File: config.mk
export PLATFORM = sky130hd
export DESIGN_NAME = cseirq_top
export DESIGN_NICKNAME = d
export VERILOG_FILES = /design/src/hdl/cseirq_pkg.sv /design/src/hdl/cseirq_top.sv
export SDC_FILE = /design/constraint.sdc
export NUM_CORES = 1
export LEC_CHECK = 0
export ABC_AREA = 1
export BUFFER_PORTS_ARGS = -buffer_cell sky130_fd_sc_hd__buf_2
export CORE_ASPECT_RATIO = 0.5
export CORE_MARGIN = 2
export CORE_UTILIZATION = 46
export DETAILED_ROUTE_END_ITERATION = 16
export PLACE_DENSITY_LB_ADDON = 0.08
export SLEW_MARGIN = 20
export SYNTH_ARGS = -nofsm -noshare
export SYNTH_HDL_FRONTEND = slang
export SYNTH_SLANG_ARGS = --single-unit
File: constraint.sdc
create_clock -name i_sys_clk -period 1.2 [get_ports i_sys_clk]
set_clock_uncertainty 0.15 [all_clocks]
set_input_delay 0.06 -clock i_sys_clk [delete_from_list [all_inputs] [get_ports i_sys_clk]]
set_output_delay 0.06 -clock i_sys_clk [all_outputs]
set_load 0.005 [all_outputs]
File: src/hdl/cseirq_pkg.sv
// Constants and carrier types for the card event interrupt block
package cseirq_pkg;

    // ****************************************************************
    // Register offsets within the legacy socket register space
    // ****************************************************************
    localparam logic [7:0] STATUS_OFS = 8'h04;
    localparam logic [7:0] CONFIG_OFS = 8'h05;
    localparam logic [7:0] STATUS_RST = 8'h00;
    localparam logic [7:0] CONFIG_RST = 8'h00;

    // ****************************************************************
    // Status and configuration bit positions
    // ****************************************************************
    localparam int DETECT_BIT = 3;
    localparam int READY_BIT = 2;
    localparam int BATLOW_BIT = 1;
    localparam int BATFAIL_BIT = 0;
    localparam int ROUTE_LSB = 4;
    localparam logic [3:0] ROUTE_NONE = 4'h0;
    localparam logic [3:0] ROUTE_SMI = 4'h2;

    // Synchroniser depth for card lines
    localparam int SYNC_STAGES = 2;

    // Card lines grouped together as sampled from the socket
    typedef struct packed {
        logic card_detect_a_n;
        logic card_detect_b_n;
        logic ready;
        logic battery_warn_n;
        logic card_status_line_n;
    } cseirq_card_t;

    // Register access request from the host side
    typedef struct packed {
        logic rd;
        logic wr;
        logic [7:0] addr;
        logic [7:0] wdata;
    } cseirq_req_t;

    // Global control bits the block depends on
    typedef struct packed {
        logic ring_function_enable;
        logic card_kind;
        logic event_to_pci_route;
        logic clear_by_write;
        logic diag_event_pci;
    } cseirq_ctl_t;

endpackage : cseirq_pkg

File: src/hdl/cseirq_top.sv
// Card status-change detection, flagging and interrupt routing
// Timing, counted in clock edges from a move on a card line:
//   edge 1 loads the first synchroniser stage,
//   edge 2 loads the second stage and exposes the edge,
//   edge 3 sets the sticky flag,
//   edge 4 raises the selected interrupt output.
// A register read strobe is taken on a rising edge and its data
// stands on o_rdata from that same edge until the next read strobe.
// In read-to-clear mode a status read clears every flag on the same
// edge that captures them, so nothing read is lost; a new event on
// that edge still sets its flag, because set beats clear.
// Limitation: a card line pulse shorter than one clock period can
// slip between samples; socket lines move far slower than that.
// After reset the pipeline holds zeros, so idle-high lines show one
// false change; the enables reset to zero, so no flag follows.
module cseirq_top (
    input wire logic i_sys_clk,
    input wire logic i_rst,
    input wire cseirq_pkg::cseirq_card_t i_card,
    input wire cseirq_pkg::cseirq_req_t i_req,
    input wire cseirq_pkg::cseirq_ctl_t i_ctl,
    output logic [7:0] o_rdata,
    output logic [15:0] o_isa_irq,
    output logic o_smi,
    output logic o_pci_irq
);

    // ****************************************************************
    // Helper functions
    // ****************************************************************

    // True when a strobe addresses the given register offset
    function automatic logic hits(
        input logic strobe,
        input logic [7:0] addr,
        input logic [7:0] ofs
    );
        return strobe && (addr == ofs);
    endfunction : hits

    // Next value of one sticky flag: a new event wins over a clear in
    // the same cycle, and a gate that drops forces the flag low at once
    function automatic logic flag_next(
        input logic gate,
        input logic seen,
        input logic now_set,
        input logic clear
    );
        return gate && (seen || (now_set && !clear));
    endfunction : flag_next

    // ****************************************************************
    // Synchronisers
    // ****************************************************************
    localparam int NL = $bits(cseirq_pkg::cseirq_card_t);
    logic [NL-1:0] sync1_ff;
    logic [NL-1:0] sync2_ff;
    logic [NL-1:0] prev_ff;
    cseirq_pkg::cseirq_card_t line;
    cseirq_pkg::cseirq_card_t line_prev;

    // Two stages; only the second stage feeds any logic
    always_ff @(posedge i_sys_clk) begin
        if (i_rst) begin
            sync1_ff <= '0;
            sync2_ff <= '0;
            prev_ff <= '0;
        end else begin
            sync1_ff <= i_card;
            sync2_ff <= sync1_ff;
            prev_ff <= sync2_ff;
        end
    end

    // Typed views of the second stage and of the sample before it
    assign line = cseirq_pkg::cseirq_card_t'(sync2_ff);
    assign line_prev = cseirq_pkg::cseirq_card_t'(prev_ff);

    // ****************************************************************
    // Configuration register
    // ****************************************************************
    logic [7:0] config_ff;
    logic [3:0] event_irq_route;
    logic detect_irq_enable;
    logic ready_irq_enable;
    logic battery_low_irq_enable;
    logic battery_fail_irq_enable;
    logic wr_status;
    logic rd_status;

    assign wr_status = hits(i_req.wr, i_req.addr, cseirq_pkg::STATUS_OFS);
    assign rd_status = hits(i_req.rd, i_req.addr, cseirq_pkg::STATUS_OFS);

    // Plain read/write storage, cleared by reset
    always_ff @(posedge i_sys_clk) begin
        if (i_rst) begin
            config_ff <= cseirq_pkg::CONFIG_RST;
        end else if (hits(i_req.wr, i_req.addr, cseirq_pkg::CONFIG_OFS)) begin
            config_ff <= i_req.wdata;
        end
    end

    assign event_irq_route = config_ff[7:cseirq_pkg::ROUTE_LSB];
    assign detect_irq_enable = config_ff[cseirq_pkg::DETECT_BIT];
    assign ready_irq_enable = config_ff[cseirq_pkg::READY_BIT];
    assign battery_low_irq_enable = config_ff[cseirq_pkg::BATLOW_BIT];
    assign battery_fail_irq_enable = config_ff[cseirq_pkg::BATFAIL_BIT];

    // ****************************************************************
    // Event detection
    // ****************************************************************
    logic is_mem;
    logic ev_detect;
    logic ev_ready;
    logic ev_batlow;
    logic ev_fail;
    logic fail_level;

    assign is_mem = !i_ctl.card_kind;
    // Either detect line toggling counts as one change
    assign ev_detect = (line.card_detect_a_n != line_prev.card_detect_a_n)
        || (line.card_detect_b_n != line_prev.card_detect_b_n);
    // Rising ready only means something for memory cards
    assign ev_ready = is_mem && line.ready && !line_prev.ready;
    // Battery warn line is active low; memory cards only
    assign ev_batlow = is_mem && !line.battery_warn_n
        && line_prev.battery_warn_n;
    // Same pin serves as ring when ring mode is on
    assign fail_level = !line.card_status_line_n;
    assign ev_fail = fail_level && line_prev.card_status_line_n;

    // ****************************************************************
    // Sticky status flags
    // ****************************************************************
    logic detect_change_flag_ff;
    logic ready_rise_flag_ff;
    logic battery_low_flag_ff;
    logic battery_fail_flag_ff;
    logic [3:0] clr_mask;

    // Clear mode picks read-to-clear or write-one-to-clear
    // A status write is ignored in read-to-clear mode and a status read
    // leaves the flags alone in write-one mode, so software written for
    // either style cannot wipe events by accident.
    always_comb begin
        clr_mask = 4'h0;
        if (i_ctl.clear_by_write && wr_status) begin
            clr_mask = i_req.wdata[3:0];
        end else if (!i_ctl.clear_by_write && rd_status) begin
            clr_mask = 4'hf;
        end
    end
    // Each flag has its own process so one source can be studied alone;
    // all four share flag_next, so set beats clear everywhere and a
    // disabled source is forced to zero

    // Card detect change on either line
    always_ff @(posedge i_sys_clk) begin
        if (i_rst) begin
            detect_change_flag_ff <= 1'b0;
        end else begin
            detect_change_flag_ff <= flag_next(detect_irq_enable,
                ev_detect, detect_change_flag_ff,
                clr_mask[cseirq_pkg::DETECT_BIT]);
        end
    end

    // Ready rise; held at zero while an I/O card sits in the socket
    always_ff @(posedge i_sys_clk) begin
        if (i_rst) begin
            ready_rise_flag_ff <= 1'b0;
        end else begin
            ready_rise_flag_ff <= flag_next(ready_irq_enable && is_mem,
                ev_ready, ready_rise_flag_ff,
                clr_mask[cseirq_pkg::READY_BIT]);
        end
    end

    // Battery low warning; memory cards only
    always_ff @(posedge i_sys_clk) begin
        if (i_rst) begin
            battery_low_flag_ff <= 1'b0;
        end else begin
            battery_low_flag_ff <= flag_next(
                battery_low_irq_enable && is_mem,
                ev_batlow, battery_low_flag_ff,
                clr_mask[cseirq_pkg::BATLOW_BIT]);
        end
    end

    // Battery fail or card status line, any card kind
    always_ff @(posedge i_sys_clk) begin
        if (i_rst) begin
            battery_fail_flag_ff <= 1'b0;
        end else begin
            battery_fail_flag_ff <= flag_next(battery_fail_irq_enable,
                ev_fail, battery_fail_flag_ff,
                clr_mask[cseirq_pkg::BATFAIL_BIT]);
        end
    end

    // ****************************************************************
    // Readback
    // ****************************************************************
    logic [7:0] status_view;

    // Upper nibble reserved as zero; enables gate flags again
    assign status_view = {4'h0,
        detect_change_flag_ff && detect_irq_enable,
        ready_rise_flag_ff && ready_irq_enable && is_mem,
        battery_low_flag_ff && battery_low_irq_enable && is_mem,
        battery_fail_flag_ff && battery_fail_irq_enable};

    // Read data is registered, one cycle after the read strobe,
    // and it holds until the next read strobe of any offset
    always_ff @(posedge i_sys_clk) begin
        if (i_rst) begin
            o_rdata <= 8'h00;
        end else if (i_req.rd) begin
            unique case (i_req.addr)
                cseirq_pkg::STATUS_OFS: o_rdata <= status_view;
                cseirq_pkg::CONFIG_OFS: o_rdata <= config_ff;
                default: o_rdata <= 8'h00;
            endcase
        end
    end

    // ****************************************************************
    // Interrupt routing
    // ****************************************************************
    logic pending;
    logic to_pci;

    assign pending = |status_view;
    // Diag bit or route bit selects PCI when code is zero
    assign to_pci = (event_irq_route == cseirq_pkg::ROUTE_NONE)
        ? (i_ctl.diag_event_pci || i_ctl.event_to_pci_route)
        : i_ctl.event_to_pci_route;

    logic route_isa;
    logic [15:0] isa_onehot;

    // Codes other than none and SMI name an ISA line by number
    assign route_isa = (event_irq_route != cseirq_pkg::ROUTE_SMI)
        && (event_irq_route != cseirq_pkg::ROUTE_NONE);
    assign isa_onehot = 16'h0001 << event_irq_route;

    // All three request lines are registered so that a host sees clean
    // levels; the cost is one clock of extra latency after the flag.
    // Only one of them can be high, since PCI routing masks the others.

    // PCI request line
    always_ff @(posedge i_sys_clk) begin
        if (i_rst) begin
            o_pci_irq <= 1'b0;
        end else begin
            o_pci_irq <= pending && to_pci;
        end
    end

    // SMI request line
    always_ff @(posedge i_sys_clk) begin
        if (i_rst) begin
            o_smi <= 1'b0;
        end else begin
            o_smi <= pending && !to_pci
                && (event_irq_route == cseirq_pkg::ROUTE_SMI);
        end
    end

    // ISA request lines, one hot or all low
    always_ff @(posedge i_sys_clk) begin
        if (i_rst) begin
            o_isa_irq <= 16'h0000;
        end else if (pending && !to_pci && route_isa) begin
            o_isa_irq <= isa_onehot;
        end else begin
            o_isa_irq <= 16'h0000;
        end
    end

endmodule : cseirq_top

== After elaboration in Yosys (flattened, before gate mapping) ==
Index checks and enable logic that the tools add are counted.

* Bits in registers: 53
* Input port bits: 30
* Output and inout port bits: 26
* Logic and storage cells: 75

* Equality and inequality tests: 6
* Shifts and indexed selects: 1
* Muxes and demuxes: 4
* Bitwise logic cells: 1
* Reductions and logical operators: 51

{| class="wikitable"
|+ Operators with widths
! kind !! number
|-
| logical AND 1 bit || 31
|-
| equality test 8 x 3 -> 1 bit, second input constant || 2
|-
| one-hot mux 8 bit (2 select lines) || 1
|-
| left shift 1 x 4 -> 16 bit, first input constant || 1
|-
| logical NOT 1 bit || 10
|-
| two-way mux 4 bit || 2
|-
| logical OR 1 bit || 6
|-
| equality test 4 x 2 -> 1 bit, second input constant || 1
|-
| logical NOT 4 bit || 1
|-
| != test 4 x 2 -> 1 bit, second input constant || 1
|-
| nonzero test 4 bit || 1
|-
| OR reduction 4 bit || 1
|-
| != test 1 bit || 2
|-
| OR reduction 2 bit || 1
|-
| two-way mux 1 bit || 1
|-
| NOT 1 bit || 1
|}

== Depth between registers and ports, before layout ==
* Word-level depth: 9
* Gate-level depth with buffers: 9
* Depth with buffers taken out: 9

== Worst setup path before layout ==
OpenSTA, ideal clock, no wires.

* Path kind: reg2reg
* From: reg config_ff[4]
* To: reg o_isa_irq[10]
* Setup time: 115 ps
* Arrival: 970 ps
* Required time: 935 ps
* Setup slack: -34 ps
* Cell stages (with the launch flop): 8
* Path buffers: 1
* Period minus slack after synthesis: 1234 ps
* Cell sequence: dfxtp_1 buf_2 nor2_1 nand3_2 nand2_2 inv_2 nand4_4 nor2_1

* Cells in the longest elaborated chain, start to end: 7
* Elaborated cells between the ends (all ways): 11
* Classes of those cells: eq/ne (1); shift (1); mux (1); bitwise (1); reduce/logical (7)

{| class="wikitable"
|+ RTL lines
! element !! line !! text
|-
| start, declared || cseirq_top.sv:82 || <nowiki>logic [7:0] config_ff;</nowiki>
|-
| start signal, assigned || cseirq_top.sv:97 || <nowiki>config_ff <= cseirq_pkg::CONFIG_RST;</nowiki>
|-
| start signal, assigned || cseirq_top.sv:99 || <nowiki>config_ff <= i_req.wdata;</nowiki>
|-
| logical NOT 4 bit || cseirq_top.sv:236 || <nowiki>assign to_pci = (event_irq_route == cseirq_pkg::ROUTE_NONE)</nowiki>
|-
| two-way mux 1 bit || cseirq_top.sv:237 || <nowiki>? (i_ctl.diag_event_pci || i_ctl.event_to_pci_route)</nowiki>
|-
| logical NOT 1 bit || cseirq_top.sv:275 || <nowiki>end else if (pending && !to_pci && route_isa) begin</nowiki>
|-
| logical AND 1 bit (2 in series) || cseirq_top.sv:275 ||
|-
| NOT 1 bit (no line) || n/a ||
|-
| OR reduction 2 bit (no line) || n/a ||
|-
| end signal, assigned || cseirq_top.sv:276 || <nowiki>o_isa_irq <= isa_onehot;</nowiki>
|-
| end, declared || cseirq_top.sv:23 || <nowiki>output logic [15:0] o_isa_irq,</nowiki>
|}

Several ways; a longest one is shown, not always the timed one.
A chain may end at the register's enable or synchronous reset.

== Worst setup path after layout ==
* From: reg config_ff[4]
* To: reg o_isa_irq[14]

The elaborated chain is that of the path after synthesis.

==> impl_results.md <==
- Status: completed
- # diodes: 0
- Crit-path max FO: 8
- Worst flop-to-flop path startpoint: config_ff[4]
- Die Span X: 98.7 um
- R2R depth: 4
- CTS Buf Count: 5
- Hold slack: 30.9 ps
- Max-cap violations: 0
- Filler cell count: 381
- Highest clock rate: 0.848 GHz
- Final Cell Area: 2820 um2
- Period utilization: 98.3%
- Die height: 51.3 um
- CP arrival: 1270 ps
- Leak: 0.00143 uW
- YS warnings: 0
- WL final: 4120 um
- Startpoint Class: flip-flop
- Initial Util: 47.3%
- Synth unique cells: 24
- Via count: 1813
- RSZ-0062 raised after global routing: yes
- First-pass GRT wire length: 7100 um
- HPWL after DPL: 3070 um
- Synth Register Bits: 53
- Longest Clk Path Bufs: 2
- Final nets: 392
- Worst-Skew Late Latency: 300 ps
- Type of the worst min-delay path: primary input to flip-flop
- First-pass DRT Iterations: 4
- Vias/cell: 4.34
- Crit-path cells: inv_4 > a21oi_4 > nand4_4 > nor2_1
- Port bufs: 54
- Vias in the first global route: 1671
- Die area: 5060 um2
- RR Endpoint: o_isa_irq[14]
- Fraction of layout cells with a size suffix above 1: 30.2%
- CP Data Required Time: 1290 ps
- Start point of the critical path: config_ff[4]
- Synthesis-to-finish area growth: 36.6%
- 1st-iter DRT viols: 52
- Clock transition at path regs: 90 ps
- Startpoint of the worst hold path: i_rst
- Top Ports: 56
- Fin crit period: 1180 ps
- Largest net degree at the start of global routing: 20
- Initial antenna violation count: 0
- Row Count: 17
- Critical path's slowest cell: dfxtp_4
- Cell Area, Placed: 2500 um2
- Worst Path Buf+Inv: 1
- Setup ws final: 20.9 ps
- Total grt overflow: 0
- Avg WL per Cell: 9.86 um
- Core area: 4360 um2
- Tot GR Track Use: 17.9%
- Maximum VDD drop: 0.000712 V
- Commonest cells after routing, fill and taps aside: buf_2 (54), inv_1 (53), nand2_1 (49)
- Hold Fails Final Rpt: 0
- Final Max Slew Viols: 0
- PwrDens: 1050 nW/um2
- CTS H-Tree Depth: 2
- Setup TNS Final: 0 ps
- Sequential area share after synthesis: 51.5%
- Post-route ant nets: 0
- Routability Congestion: 0.826
- Commonest non-fill, non-tap cell in the layout: buf_2
- CTS Sinks: 53
- Top Family by Delay on Critical Path: flip-flops
- CP endpoint kind: flip-flop
- Gate count after technology mapping: 273
- Stages on the worst setup path: 4
- # DRC: 0
- Capture point of the worst path: o_isa_irq[14]
- Slowest cell delay on critical path: 390 ps
- Post-synthesis cell area: 2060 um2
- # setup viols final: 0
- Post-placement setup slack: -52.9 ps
- Worst Path Class, Setup: flip-flop to flip-flop
- Clock tree from TritonCTS: yes
- Syn Area/Cell: 7.55 um2
- Clk root buf: clkbuf_8
- Worst R2R Setup Slack: 20 ps
[report_power, final]
part | leakage (uW) | internal [uW] | total [uW] | switching [uW]
Sequential | 0.000435 | 1790 | 1810 | 13.2
Combinational | 0.000960 | 125 | 243 | 118
Clock | 0.0000399 | 385 | 918 | 533
Total | 0.00143 | 2300 | 2970 | 664
[layer usage]
metal | track usage (%) | share of wire, % | vias up
met5 | 0 | 0 | -
met1 | 20.9 | 48 | 790
met2 | 31.9 | 46 | 36
met3 | 5.47 | 4.9 | 5
met4 | 6.16 | 1.1 | 0
li1 | - | - | 982
[sequential cells by signal (all words and copies together), names as in the netlist, 5 cells and up]
signal / flops
line: 5
line_prev: 5
sync1_ff: 5
o_rdata: 8
o_isa_irq: 16
config_ff: 8
[synth_stat cells, drive strengths merged]
cell type	n	area share [%]
nor2	58	12
inv	57	11
dfxtp	53	51
nand2	51	9.8
nand3	25	6.3
a21oi	10	3.0
o21ai	5	1.2
clkbuf	3	0.55
nand4	3	2.7
buf	2	0.49
xor2	2	0.85
and2	1	0.43
conb	1	0.18
nand3b	1	0.36
nor3	1	0.24
[how the worst min path moves through the flow]
stage,end,slack (ps),depth (start not counted)
global route,ready_rise_flag_ff,50,5
detailed placement,sync1_ff[2],120,3
CTS,o_smi,3,5
global placement,sync1_ff[3],110,3
floorplan,sync1_ff[0],20,2
finish,o_isa_irq[3],30,4
[cells by family (layout without fill, tap and decap cells)]
logic type / after synthesis / count (layout) / synth area share, %
xor+xnor: 2 / 2 / 0.850
compound gates: 15 / 15 / 4.19
other cells: 1 / 2 / 0.182
simple gates: 140 / 140 / 31.8
flops: 53 / 53 / 51.5
buf+inv: 62 / 149 / 11.5
[cell type report]
class,count,area (um2),share of cell area [%]
Multi-Input combinational cell,159,827,29.4
Inverter,57,221,7.87
Tap cell,57,71.3,2.53
Clock buffer,5,68.8,2.44
Clock inverter,1,5.00,0.178
Timing Repair Buffer,86,551,19.6
Sequential cell,53,1070,38.0
[worst min-delay path: stages]
cell     delay [ps]
buf_2           140
a21oi_4          60
nand4_4         140
nor2_2           40
[per-stage QoR]
step	total power (uW)	util, %	cells
final	2970	64.6	418
after floorplan	1950	-	274
after global placement	2040	57.3	395
after detailed placement	2050	57.3	395
after CTS	3000	63.1	417
after global routing	3090	64.6	418
[timing repair]
| item | CTS | global route |
|---|---|---|
| hold endpoints to repair | 21 | 0 |
| resized for setup | 4 | 19 |
| buffers inserted | 0 | 1 |
| pin swaps | 1 | 10 |
| endpoints found under the setup margin | 14 | 15 |
| cloned | 0 | 0 |
| hold buffers | 16 | 0 |
Note: power is estimated with default switching activity, not from simulation.
